`src/core/wfct_pkg.sv`:
```
/*
 * Shared constants and types for the wake filter and cyclic timer block:
 * register indices, field layouts, codes, time figures and bus encodings.
 * Assumes a single 40 MHz clock and an AHB-Lite register port.
 */
package wfct_pkg;

	// ==========================================================
	// Clock and time base
	localparam int CLK_HZ = 40_000_000;
	localparam int US_PER_S = 1_000_000;
	localparam int TICK_CYC_DEF = CLK_HZ / US_PER_S; // Cycles per microsecond
	localparam int MS_US = 1000;
	localparam int STEP_US = 100; // Timer resolution
	localparam int FILT_SHORT_US = 16;
	localparam int FILT_LONG_US = 64;

	// On-time figures in microseconds, period figures in milliseconds
	localparam int ON_0P1_US = 100;
	localparam int ON_0P3_US = 300;
	localparam int ON_1P0_US = 1000;
	localparam int ON_10_US = 10000;
	localparam int ON_20_US = 20000;
	localparam int PER_10_MS = 10;
	localparam int PER_20_MS = 20;
	localparam int PER_50_MS = 50;
	localparam int PER_100_MS = 100;
	localparam int PER_200_MS = 200;
	localparam int PER_1S_MS = 1000;
	localparam int PER_2S_MS = 2000;
	localparam int STEP_W = 15;
	localparam int FCNT_W = 7;

	// ==========================================================
	// Register map: printed offsets are word indices
	localparam logic [7:0] FILT_IDX = 8'h09;
	localparam logic [7:0] TMR_IDX = 8'h0C;
	localparam int TMR_ON_LSB = 4;
	localparam int TMR_PER_LSB = 0;
	localparam int NUM_IN = 3;
	localparam logic [5:0] FILT_RST = 6'h00;

	// ==========================================================
	// Codes
	localparam logic [1:0] FLT_STATIC16 = 2'h0;
	localparam logic [1:0] FLT_STATIC64 = 2'h1;
	localparam logic [1:0] FLT_CYC_T1 = 2'h2;
	localparam logic [1:0] FLT_CYC_T2 = 2'h3;
	localparam logic [2:0] ON_STOP_LO = 3'h0;
	localparam logic [2:0] ON_STOP_HI = 3'h6;
	localparam logic [2:0] ON_RSVD = 3'h7;
	localparam logic [2:0] PER_RSVD = 3'h7;

	// ==========================================================
	// AHB-Lite encodings
	localparam logic [1:0] HTRANS_NONSEQ = 2'h2;
	localparam logic HRESP_OKAY = 1'b0;

	typedef struct packed {
		logic [1:0] in3;
		logic [1:0] in2;
		logic [1:0] in1;
	} wfct_filt_s;

	typedef struct packed {
		logic [2:0] on;
		logic [2:0] per;
	} wfct_tmr_s;

	typedef enum logic [3:0] {
		T_LOW = 4'h1,
		T_HIGH = 4'h2,
		T_ON = 4'h4,
		T_OFF = 4'h8
	} wfct_state_e;

endpackage : wfct_pkg

```
`src/core/wfct_top.sv`:
```
/*
 * Wake input filter selection and first cyclic timer, with an AHB-Lite
 * register slave. Three wake pins are filtered statically or sampled at
 * the end of a timer on-time. Assumes restart, soft reset and switch
 * clear events come from logic on MCLK; wake pins are asynchronous.
 */
// Implementation choice: register access over AHB-Lite.
`timescale 1ns/1ps

module wfct_top
	import wfct_pkg::*;
#(
	parameter int TICK_CYC = TICK_CYC_DEF
) (
	// Clock and reset
	input wire logic MCLK,
	input wire logic RST,
	// AHB-Lite slave
	input wire logic HSEL,
	input wire logic [31:0] HADDR,
	input wire logic [1:0] HTRANS,
	input wire logic HWRITE,
	input wire logic [2:0] HSIZE,
	input wire logic [31:0] HWDATA,
	input wire logic HREADY,
	output logic [31:0] HRDATA,
	output logic HREADYOUT,
	output logic HRESP,
	// Device mode and switch events
	input wire logic SOFT_RESET,
	input wire logic RESTART_ENTRY,
	input wire logic RESTART_MODE,
	input wire logic HS_CLEARED,
	input wire logic TIMER_ONE_ASSIGNED,
	input wire logic TIMER_ONE_WAKE_ENABLE,
	input wire logic TIMER_TWO_ON,
	// Wake pins and results
	input wire logic [NUM_IN-1:0] WAKE_PIN,
	output logic [NUM_IN-1:0] WAKE_LEVEL,
	output logic [NUM_IN-1:0] WAKE_EVENT,
	// Timer one
	output logic HIGH_SIDE_OUTPUT,
	output logic CYCLIC_WAKE
);

	// ==========================================================
	// Elaboration checks
	// The microsecond counter is sixteen bits wide
	if (TICK_CYC < 1 || TICK_CYC > 65536) begin : g_bad_tick
		$error("TICK_CYC must be between 1 and 65536");
	end

	// ==========================================================
	// Decoding helpers
	function automatic logic [STEP_W-1:0] on_steps(input logic [2:0] code);
		case (code)
			3'h1: on_steps = STEP_W'(ON_0P1_US / STEP_US);
			3'h2: on_steps = STEP_W'(ON_0P3_US / STEP_US);
			3'h3: on_steps = STEP_W'(ON_1P0_US / STEP_US);
			3'h4: on_steps = STEP_W'(ON_10_US / STEP_US);
			3'h5: on_steps = STEP_W'(ON_20_US / STEP_US);
			default: on_steps = STEP_W'(1);
		endcase
	endfunction : on_steps

	function automatic logic [STEP_W-1:0] per_steps(input logic [2:0] code);
		case (code)
			3'h0: per_steps = STEP_W'(PER_10_MS * MS_US / STEP_US);
			3'h1: per_steps = STEP_W'(PER_20_MS * MS_US / STEP_US);
			3'h2: per_steps = STEP_W'(PER_50_MS * MS_US / STEP_US);
			3'h3: per_steps = STEP_W'(PER_100_MS * MS_US / STEP_US);
			3'h4: per_steps = STEP_W'(PER_200_MS * MS_US / STEP_US);
			3'h5: per_steps = STEP_W'(PER_1S_MS * MS_US / STEP_US);
			3'h6: per_steps = STEP_W'(PER_2S_MS * MS_US / STEP_US);
			default: per_steps = STEP_W'(1);
		endcase
	endfunction : per_steps

	// True for an on-time code that lets the timer run
	function automatic logic is_running(input logic [2:0] code);
		is_running = (code != ON_STOP_LO) && (code != ON_STOP_HI) && (code != ON_RSVD);
	endfunction : is_running

	function automatic logic is_cyclic(input logic [1:0] code);
		is_cyclic = (code == FLT_CYC_T1) || (code == FLT_CYC_T2);
	endfunction : is_cyclic

	// ==========================================================
	// AHB-Lite slave
	logic wr_pend_r;
	logic [7:0] wr_idx_r;
	logic [31:0] rdata_r;
	logic addr_ok;
	logic acc;
	logic wr_filt;
	logic wr_tmr;
	wfct_filt_s filt_r;
	wfct_filt_s filt_nxt;
	wfct_tmr_s tmr_r;
	wfct_tmr_s tmr_nxt;
	logic tmr_clr;
	logic any_cyc;

	assign acc = HSEL && HREADY && (HTRANS == HTRANS_NONSEQ);
	assign addr_ok = (HADDR[31:10] == 22'h00_0000) && (HADDR[1:0] == 2'h0);
	assign wr_filt = wr_pend_r && (wr_idx_r == FILT_IDX);
	assign wr_tmr = wr_pend_r && (wr_idx_r == TMR_IDX);
	// Zero wait states, never an error
	assign HREADYOUT = 1'b1;
	assign HRESP = HRESP_OKAY;
	assign HRDATA = rdata_r;

	// Address phase capture for writes
	always_ff @(posedge MCLK) begin
		if (RST) begin
			wr_pend_r <= 1'b0;
			wr_idx_r <= 8'h00;
		end else begin
			wr_pend_r <= acc && HWRITE && addr_ok;
			wr_idx_r <= HADDR[9:2];
		end
	end

	// Read data taken from next values so a write just ahead is seen
	always_ff @(posedge MCLK) begin
		if (RST) begin
			rdata_r <= 32'h0000_0000;
		end else if (acc && !HWRITE) begin
			rdata_r <= 32'h0000_0000; // Unmapped reads return zero
			if (addr_ok && HADDR[9:2] == FILT_IDX) begin
				rdata_r[5:0] <= filt_nxt;
			end else if (addr_ok && HADDR[9:2] == TMR_IDX) begin
				rdata_r[TMR_ON_LSB +: 3] <= tmr_nxt.on;
				rdata_r[TMR_PER_LSB +: 3] <= tmr_nxt.per;
			end
		end
	end

	// ==========================================================
	// Configuration registers
	assign any_cyc = is_cyclic(filt_r.in1) || is_cyclic(filt_r.in2) || is_cyclic(filt_r.in3);
	// Hardware clear beats a software write in the same cycle, safer side
	assign tmr_clr = SOFT_RESET || RESTART_ENTRY
		|| (HS_CLEARED && RESTART_MODE && any_cyc);

	// Next register values; only the defined bits are ever stored
	always_comb begin
		filt_nxt = filt_r;
		tmr_nxt = tmr_r;
		if (wr_filt) begin
			filt_nxt = HWDATA[5:0];
		end
		if (SOFT_RESET) begin
			filt_nxt = FILT_RST;
		end
		if (wr_tmr) begin
			tmr_nxt.on = HWDATA[TMR_ON_LSB +: 3];
			tmr_nxt.per = HWDATA[TMR_PER_LSB +: 3];
		end
		if (tmr_clr) begin
			tmr_nxt = '0;
		end
	end

	// Restart entry leaves the filter bits as they are
	always_ff @(posedge MCLK) begin
		if (RST) begin
			filt_r <= FILT_RST;
			tmr_r <= '0;
		end else begin
			filt_r <= filt_nxt;
			tmr_r <= tmr_nxt;
		end
	end

	// ==========================================================
	// Microsecond time base
	logic [15:0] us_cnt_r;
	logic us_tick;

	assign us_tick = (us_cnt_r == 16'(TICK_CYC - 1));

	always_ff @(posedge MCLK) begin
		if (RST || us_tick) begin
			us_cnt_r <= 16'h0000;
		end else begin
			us_cnt_r <= us_cnt_r + 16'h0001;
		end
	end

	// ==========================================================
	// Timer one
	wfct_state_e state_r;
	wfct_state_e state_nxt;
	logic [6:0] t_us_r;
	logic [STEP_W-1:0] t_cnt_r;
	logic start_r;
	logic run_ok;
	logic step;
	logic sample;
	logic expire;

	assign run_ok = TIMER_ONE_ASSIGNED && is_running(tmr_r.on) && (tmr_r.per != PER_RSVD);
	assign step = us_tick && (t_us_r == 7'(STEP_US - 1));
	assign sample = (state_r == T_ON) && step && (t_cnt_r == on_steps(tmr_r.on) - 1'b1);
	assign expire = (state_r == T_OFF) && step && (t_cnt_r >= per_steps(tmr_r.per) - 1'b1);

	// A write of a running code restarts the cycle
	always_ff @(posedge MCLK) begin
		if (RST) begin
			start_r <= 1'b0;
		end else begin
			start_r <= wr_tmr && !tmr_clr && is_running(HWDATA[TMR_ON_LSB +: 3]);
		end
	end

	// Phase sequence
	always_comb begin
		state_nxt = state_r;
		if (!run_ok) begin
			state_nxt = (tmr_r.on == ON_STOP_HI) ? T_HIGH : T_LOW;
		end else begin
			case (state_r)
				T_LOW, T_HIGH: state_nxt = T_ON;
				T_ON: if (sample) begin
					state_nxt = T_OFF;
				end
				T_OFF: if (expire) begin
					state_nxt = T_ON;
				end
				default: state_nxt = T_LOW;
			endcase
			if (start_r) begin
				state_nxt = T_ON;
			end
		end
	end

	// Period counters; count runs from on-time start to period end
	always_ff @(posedge MCLK) begin
		// Held while stopped too, so a start from a stop code gets a full first step
		if (RST || state_r == T_LOW || state_r == T_HIGH || state_nxt == T_LOW
			|| state_nxt == T_HIGH || start_r || expire) begin
			t_us_r <= 7'h00;
			t_cnt_r <= '0;
		end else if (us_tick) begin
			t_us_r <= step ? 7'h00 : t_us_r + 7'h01;
			if (step) begin
				t_cnt_r <= t_cnt_r + 1'b1;
			end
		end
	end

	// Wake pulse is independent of the sensing use of the same timer
	always_ff @(posedge MCLK) begin
		if (RST) begin
			state_r <= T_LOW;
			HIGH_SIDE_OUTPUT <= 1'b0;
			CYCLIC_WAKE <= 1'b0;
		end else begin
			state_r <= state_nxt;
			HIGH_SIDE_OUTPUT <= (state_nxt == T_ON) || (state_nxt == T_HIGH);
			CYCLIC_WAKE <= expire && TIMER_ONE_WAKE_ENABLE;
		end
	end

	// ==========================================================
	// Wake input filters
	logic t2_on_d_r;
	logic [1:0] codes [NUM_IN];

	assign codes[0] = filt_r.in1;
	assign codes[1] = filt_r.in2;
	assign codes[2] = filt_r.in3;

	always_ff @(posedge MCLK) begin
		if (RST) begin
			t2_on_d_r <= 1'b0;
		end else begin
			t2_on_d_r <= TIMER_TWO_ON;
		end
	end

	for (genvar i = 0; i < NUM_IN; i++) begin : g_in
		logic sync1_r;
		logic sync2_r;
		logic [FCNT_W-1:0] cnt_r;
		logic win;
		logic smp;
		logic upd;
		logic [FCNT_W-1:0] limit;

		// Cyclic inputs only count while their switch powers them
		assign win = (codes[i] == FLT_CYC_T1) ? (state_r == T_ON) : TIMER_TWO_ON;
		assign smp = (codes[i] == FLT_CYC_T1) ? sample : (t2_on_d_r && !TIMER_TWO_ON);
		assign limit = (codes[i] == FLT_STATIC64) ? FCNT_W'(FILT_LONG_US)
			: FCNT_W'(FILT_SHORT_US);
		assign upd = is_cyclic(codes[i]) ? (smp && cnt_r >= limit)
			: (cnt_r >= limit);

		// Two-stage synchroniser, first stage read only by the second
		always_ff @(posedge MCLK) begin
			if (RST) begin
				sync1_r <= 1'b0;
				sync2_r <= 1'b0;
			end else begin
				sync1_r <= WAKE_PIN[i];
				sync2_r <= sync1_r;
			end
		end

		// Stability counter saturates at the long filter time
		always_ff @(posedge MCLK) begin
			if (RST || sync2_r == WAKE_LEVEL[i] || upd
				|| (is_cyclic(codes[i]) && !win)) begin
				cnt_r <= '0;
			end else if (us_tick && cnt_r < FCNT_W'(FILT_LONG_US)) begin
				cnt_r <= cnt_r + 1'b1;
			end
		end

		always_ff @(posedge MCLK) begin
			if (RST) begin
				WAKE_LEVEL[i] <= 1'b0;
				WAKE_EVENT[i] <= 1'b0;
			end else begin
				WAKE_EVENT[i] <= upd;
				if (upd) begin
					WAKE_LEVEL[i] <= sync2_r;
				end
			end
		end

	end
endmodule : wfct_top

```
`config.mk`:
```
export PLATFORM = sky130hd
export DESIGN_NAME = wfct_top
export DESIGN_NICKNAME = d
export VERILOG_FILES = /design/src/core/wfct_pkg.sv /design/src/core/wfct_top.sv
export SDC_FILE = /design/constraint.sdc
export NUM_CORES = 1
export LEC_CHECK = 0
export ABC_AREA = 1
export CELL_PAD_IN_SITES_DETAIL_PLACEMENT = 0
export CELL_PAD_IN_SITES_GLOBAL_PLACEMENT = 1
export CORE_ASPECT_RATIO = 1.75
export CORE_MARGIN = 2
export CORE_UTILIZATION = 41
export DETAILED_ROUTE_END_ITERATION = 6
export DONT_BUFFER_PORTS = 1
export PLACE_DENSITY_LB_ADDON = 0.05
export SETUP_SLACK_MARGIN = 0.3
export SYNTH_ARGS = -nofsm -noshare
export SYNTH_HDL_FRONTEND = slang
export SYNTH_SLANG_ARGS = --single-unit
export TNS_END_PERCENT = 5
```
`constraint.sdc`:
```
create_clock -name MCLK -period 2.35 [get_ports MCLK]
set_input_delay 0.47 -clock MCLK [delete_from_list [all_inputs] [get_ports MCLK]]
set_output_delay 0.47 -clock MCLK [all_outputs]
set_load 0.005 [all_outputs]
```
==> results of run 1 <==
-- state kept, by name (all words and copies together) (netlist names) --
register and flops:
wr_idx_r 8, tmr_r 6, WAKE_EVENT 3, g_in.cnt_r 21, start_r 1, us_cnt_r 16, HRDATA 7, HIGH_SIDE_OUTPUT 1
t_cnt_r 15, g_in.sync1_r 3, t2_on_d_r 1, codes 6, g_in.sync2_r 3, WAKE_LEVEL 3, state_r 4, CYCLIC_WAKE 1
wr_pend_r 1, t_us_r 7
-- layout make-up --
| cell class | instances | area (um^2) |
|---|---|---|
| clock buffer | 9 | 225 |
| clock inverter | 7 | 91.3 |
| fill | 1610 | 7890 |
| inverter | 140 | 541 |
| multi-input combinational | 630 | 3880 |
| sequential | 107 | 2160 |
| tap | 186 | 233 |
| timing repair buffer | 37 | 300 |
-- through the flow --
step,setup slack (ps),util (%)
floorplan,87.4,-
global placement,-219,44.0
detailed placement,-357,44.0
CTS,-147,47.0
global route,-257,48.5
finish,-98.1,48.5
-- Yosys cell counts, types with 2 or more instances --
cell type,instances,area (um^2)
o21ai_0,27,135
inv_1,130,488
nor2_1,119,447
nand3_2,5,50.1
nand3_4,3,52.6
conb_1,2,7.51
nor2_2,24,150
a21oi_1,34,170
nand2_1,149,559
nor3_2,2,20.0
xnor2_1,3,26.3
clkinv_1,2,7.51
inv_2,8,30.0
nand3_1,41,205
o21a_1,2,15.0
a21oi_2,6,52.6
nand2_2,4,25.0
a211oi_1,6,45.0
nor2_4,8,90.1
nor3b_1,4,30.0
a21o_2,2,17.5
xor2_1,25,219
nand2_4,6,67.6
dfxtp_1,107,2140
nand4_1,21,131
clkbuf_1,3,11.3
buf_1,2,7.51
buf_4,27,203
o211ai_1,3,22.5
o21bai_4,3,56.3
nand3b_1,3,22.5
ha_1,35,438
nor4_1,18,113
nor3_1,33,165
-- path summary, 6_finish.rpt --
check,from,end
worst max-delay path,tmr_r[1],HIGH_SIDE_OUTPUT
worst min-delay path,RST,WAKE_LEVEL[2]
worst max register to register,tmr_r[1],HIGH_SIDE_OUTPUT
worst min register to register,g_in[0].sync1_r,g_in[0].sync2_r
-- logic make-up (layout without fill, tap and decap cells) --
| kind of cell | after synthesis | in the layout |
|---|---|---|
| other cells | 2 | 27 |
| compound gates | 90 | 90 |
| xor+xnor | 28 | 28 |
| buf+inv | 175 | 193 |
| simple gates | 449 | 450 |
| flops | 107 | 107 |
| fa+ha+maj | 35 | 35 |
-- power by group through the flow --
| stage | sequential (mW) | clock (mW) | combinational, mW |
|---|---|---|---|
| detailed placement | 1.88 | 0 | 0.0744 |
| floorplan | 1.88 | 0 | 0.105 |
| finish | 1.84 | 1.59 | 0.0774 |
| global route | 1.84 | 1.71 | 0.0900 |
| CTS | 1.84 | 1.65 | 0.0751 |
| global placement | 1.88 | 0 | 0.0724 |
-- worst max-delay path: cells and delay by family (launching register included) --
family / cells / cell delay (ps)
and+or+nand+nor: 7 / 700
adders and majority gates: 2 / 580
AOI/OAI and AO/OA: 3 / 420
DFF: 1 / 390
buffers and inverters: 4 / 300
-- timing repair --
item,CTS,global route
gates resized for setup,29,45
setup endpoints to repair,55,61
gates cloned,1,0
pin swaps,17,28
hold buffers,0,0
setup buffers,3,5
-- metal layers --
| metal | vias to the layer above | global-route usage [%] | routed length [um] |
|---|---|---|---|
| li1 | 2886 | - | - |
| met1 | 2531 | 18.9 | 5950 |
| met2 | 70 | 37.1 | 8670 |
| met3 | 15 | 3.95 | 547 |
| met4 | 0 | 4.76 | 255 |
| met5 | - | 0 | 0 |
==> reports/results.ini, run 1 <==
[sta]
setup_tns_ps = -968
worstMarginPinSlew_ps = 522
holdWs_ps = 170
hold_violations = 0
slew_violations = 0
worst_slack_ps = -98.1
max-slew-margin-rel_pct = 64.8
clock.fmax_mhz = 408
period_needed_ps = 2450
clock-skew-final_ps = 14.3
rsz0062_at_grt = yes
setup_viol = 19
period_share_pct = 104

[place]
place_inst = 1091
placed_area_um2 = 6730
gp_congestion = 0.859
place_hpwl_mm = 12.1
numPortBuffers = 0

[logic_synthesis]
synth_compound_area_share_pct = 8.93
synthAdderAreaFrac_pct = 6.85
synth-simple-area-share_pct = 34.6
ys_ff_latch = 107
synth_xor_area_share_pct = 3.84
ys.warnings.count = 0
synth-edff-count = 0
synth.avg_cell_area_um2 = 7.21
synthMuxAreaShare_pct = 0
yosys_most_used_dff = dfxtp_1
syn-cell-area_um2 = 6390
async_reset_ff_share_pct = 0
postSynthCellCount = 886
synth_top_family_by_area = simple AND/OR/NAND/NOR gates
synth_cell_types = 53
yosysSeqAreaShare_pct = 33.5

[finish]
drive_gt1_share_pct = 19.9
layout.nets = 1044
layout_common_cells = nand2_1 (145), inv_1 (125), nor2_1 (111), dfxtp_1 (100), nand3_1 (36)
syn2layout_area_growth_pct = 16.1
final_cells = 1116
diodes = 0
mostFrequentLayoutCell = nand2_1
stdcell_area_um2 = 7420

[worst_setup_path]
end_kind = flip-flop
crit_fanout = 5
crit_slowest_cell = dfxtp_4
ff2ff_path_depth = 16
start_kind = flip-flop
rrSetupSlack_ps = -100
worstSetupPathType = reg -> reg
cp_cell_sequence = inv_6 > ha_4 > inv_4 > a41oi_2 > a21oi_2 > ha_4 > buf_6 > nand4_1 > nor2_1 > nand2_1 > nand3_4 > nand3_4 > buf_6 > nand4_1 > nand2_1 > a21oi_2
worst-endpoint-arrival_ps = 2740
cp_slowest_stage_delay_ps = 390
cp.required_ps = 2640

[clocking]
cts_root_buf = clkbuf_16
clockBufferDepth = 2
cts_tree = done
clock-sinks = 107
cts-htree-levels = 3
clkTransAtPathRegs_ps = 90
cts_made_buffers = 9
clk_latency_ps = 360

[pwr]
internal_power_mw = 2.63
peakVddDrop_mv = 0.341
seq_power_share_pct = 52.4
total_power_mw = 3.51
powerDensity_nw_per_um2 = 472
combPwrFrac_pct = 2.2
p_clk_share_pct = 45.4
p_leak_nw = 2.94
swShare_pct = 25.0
p_sw_mw = 0.877

[routing]
vias = 5502
first_pass_iters = 6
drtIter0Drc = 129
wl_per_cell_um = 13.8
wl_mm = 15.4
drc = 0
viasPerCell = 4.93
ant_nets = 0

[grt]
antenna_found_initial = 0
grt_max_degree = 45
grt_pass1_vias = 5415
grt-ovfl-total = 0
grt_pass1_wl_mm = 25.0
track_usage_pct = 18.5

[floorplanning]
num_rows = 60
dieArea_um2 = 16600
start_util_pct = 41.7
die_y_um = 169
core_area_um2 = 15300
die_x_um = 98.4
ios = 126

[run]
drv_cap = 0

[outcome]
violations = negative setup slack
status = finished, violations left

[min_path]
hold_class = in -> reg
whs_path_depth = 1

Note: power is estimated with default switching activity, not from simulation.
==> run 2: changes to the inputs <==
- SKIP_CTS_REPAIR_TIMING: unset -> 1
==> run 2 against run 1 <==
The run still ends with negative setup slack left. Cell area is 2.4% lower. Sequential power about the same. Clock power hardly changed. Routed wire length is 1.6% lower. Critical path type unchanged. Critical endpoint unchanged.
==> reports/results.ini, run 2 (synthesis results as in run 1) <==
[clocking]
cts_root_buf = clkbuf_16  ; unchanged
cts-htree-levels = 3  ; unchanged
clockBufferDepth = 2  ; unchanged
cts_made_buffers = 9  ; unchanged
clock-sinks = 107  ; unchanged
clkTransAtPathRegs_ps = 90  ; about the same
clk_latency_ps = 360  ; about the same
cts_tree = done  ; unchanged

[floorplanning]
ios = 126  ; unchanged
die_x_um = 98.4  ; unchanged
start_util_pct = 41.7  ; unchanged
die_y_um = 169  ; unchanged
dieArea_um2 = 16600  ; unchanged
core_area_um2 = 15300  ; unchanged
num_rows = 60  ; unchanged

[grt]
grt-ovfl-total = 0  ; unchanged
grt_pass1_vias = 5316  ; was 5415
antenna_found_initial = 0  ; unchanged
track_usage_pct = 18.2  ; was 18.5%
grt_pass1_wl_mm = 24.6  ; was 25.0 mm
grt_max_degree = 45  ; unchanged

[sta]
slew_violations = 0  ; unchanged
rsz0062_at_grt = yes  ; unchanged
clock-skew-final_ps = 15.3  ; was 14.3 ps
period_share_pct = 105  ; was 104%
worstMarginPinSlew_ps = 519  ; was 522 ps
setup_viol = 21  ; was 19
clock.fmax_mhz = 405  ; was 408 MHz
hold_violations = 0  ; unchanged
setup_tns_ps = -1700  ; was -968 ps
worst_slack_ps = -119  ; was -98.1 ps
period_needed_ps = 2470  ; was 2450 ps
holdWs_ps = 165  ; was 170 ps
max-slew-margin-rel_pct = 65.0  ; was 64.8%

[finish]
syn2layout_area_growth_pct = 13.4  ; was 16.1%
top_register = g_in.cnt_r  ; unchanged
drive_gt1_share_pct = 18.0  ; was 19.9%
layout.nets = 1037  ; was 1044
stdcell_area_um2 = 7250  ; was 7420 um^2
reg_top3 = g_in.cnt_r: 21 flops, us_cnt_r: 16 flops, t_cnt_r: 15 flops  ; unchanged
final_cells = 1109  ; was 1116
num-fill-cells = 1621  ; was 1610
mostFrequentLayoutCell = nand2_1  ; unchanged
diodes = 0  ; unchanged
largest_register_ffs = 21  ; unchanged
layout_common_cells = nand2_1 (146), inv_1 (126), nor2_1 (111), dfxtp_1 (100), nand3_1 (37)  ; was nand2_1 (145), inv_1 (125), nor2_1 (111), dfxtp_1 (100), nand3_1 (36)
final_core_util_pct = 47.3  ; was 48.5%

[worst_setup_path]
crit_fanout = 5  ; unchanged
cpMostUsedCell = nand2_1
cp_cell_sequence = buf_4 > ha_1 > nor2_1 > o211ai_1 > ha_1 > nand2_1 > nor2_2 > nor3b_2 > nand2_1 > nand3_2 > nand3_4 > buf_6 > nand4_1 > nand2_1 > a21oi_2  ; was inv_6 > ha_4 > inv_4 > a41oi_2 > a21oi_2 > ha_4 > buf_6 > nand4_1 > nor2_1 > nand2_1 > nand3_4 > nand3_4 > buf_6 > nand4_1 > nand2_1 > a21oi_2
crit_slowest_cell = dfxtp_4  ; unchanged
ff2ff_path_depth = 15  ; was 16
worst-endpoint-arrival_ps = 2760  ; was 2740 ps
cp_slowest_stage_delay_ps = 360  ; was 390 ps
end_kind = flip-flop  ; unchanged
worstSetupPathType = reg -> reg  ; unchanged
cp.required_ps = 2640  ; about the same
start_kind = flip-flop  ; unchanged

[min_path]
hold_class = in -> reg  ; unchanged
whs_path_depth = 1  ; unchanged

[routing]
vias = 5456  ; was 5502
wl_per_cell_um = 13.7  ; was 13.8 um
first_pass_iters = 5  ; was 6
wl_mm = 15.2  ; was 15.4 mm
ant_nets = 0  ; unchanged
viasPerCell = 4.92  ; was 4.93
drc = 0  ; unchanged
drtIter0Drc = 152  ; was 129

[run]
drv_cap = 0  ; unchanged

[pwr]
swShare_pct = 24.9  ; was 25.0%
seq_power_share_pct = 52.5  ; was 52.4%
total_power_mw = 3.50  ; was 3.51 mW
powerDensity_nw_per_um2 = 483  ; was 472 nW/um^2
internal_power_mw = 2.63  ; about the same
combPwrFrac_pct = 2.2  ; about the same
p_clk_share_pct = 45.3  ; was 45.4%
p_sw_mw = 0.872  ; was 0.877 mW
p_leak_nw = 2.88  ; was 2.94 nW
peakVddDrop_mv = 0.341  ; about the same

[place]
place_inst = 1091  ; unchanged
placed_area_um2 = 6730  ; unchanged
place_hpwl_mm = 12.1  ; unchanged
numPortBuffers = 0  ; unchanged
gp_congestion = 0.859  ; unchanged
dp_slack_ps = -357  ; unchanged

[outcome]
status = finished, violations left  ; unchanged
violations = negative setup slack  ; unchanged

-- run 2: worst max-delay path, delay by kind of cell (launching register included) --
kind            cells  cell delay (ps)
simple gates        9              980
fa+ha+maj           2              530
flops               1              360
buf+inv             2              290
compound gates      2              250
-- run 2: routing by layer --
metal | vias up | wire length [um] | track usage, %
li1 | 2871 | - | -
met2 | 62 | 8520 | 36.6
met5 | - | 0 | 0
met1 | 2511 | 5980 | 18.8
met4 | 0 | 210 | 4.29
met3 | 12 | 473 | 3.83
-- run 2: worst paths after layout --
kind                        start          endpoint  slack (ps)
setup / recovery         tmr_r[1]  HIGH_SIDE_OUTPUT        -120
setup reg to reg         tmr_r[1]  HIGH_SIDE_OUTPUT        -120
hold reg to reg   g_in[0].sync1_r   g_in[0].sync2_r         410
hold / removal                RST     WAKE_EVENT[2]         160
-- run 2: cell type report --
class	count	area, um^2	share of cell area [%]
well taps	186	233	3.21
clock buffers	9	225	3.11
repair buffers	30	236	3.26
multi-input cells	630	3770	52.1
inverters	140	533	7.35
flip-flops and latches	107	2160	29.7
clock inverters	7	91.3	1.26
-- run 2: power by group through the flow --
stage / combinational [mW] / clock, mW / sequential, mW
after detailed placement: 0.0744 / 0 / 1.88
after global routing: 0.0900 / 1.71 / 1.84
final: 0.0774 / 1.59 / 1.84
after CTS: 0.0746 / 1.65 / 1.84
after global placement: 0.0724 / 0 / 1.88
after floorplan: 0.105 / 0 / 1.88
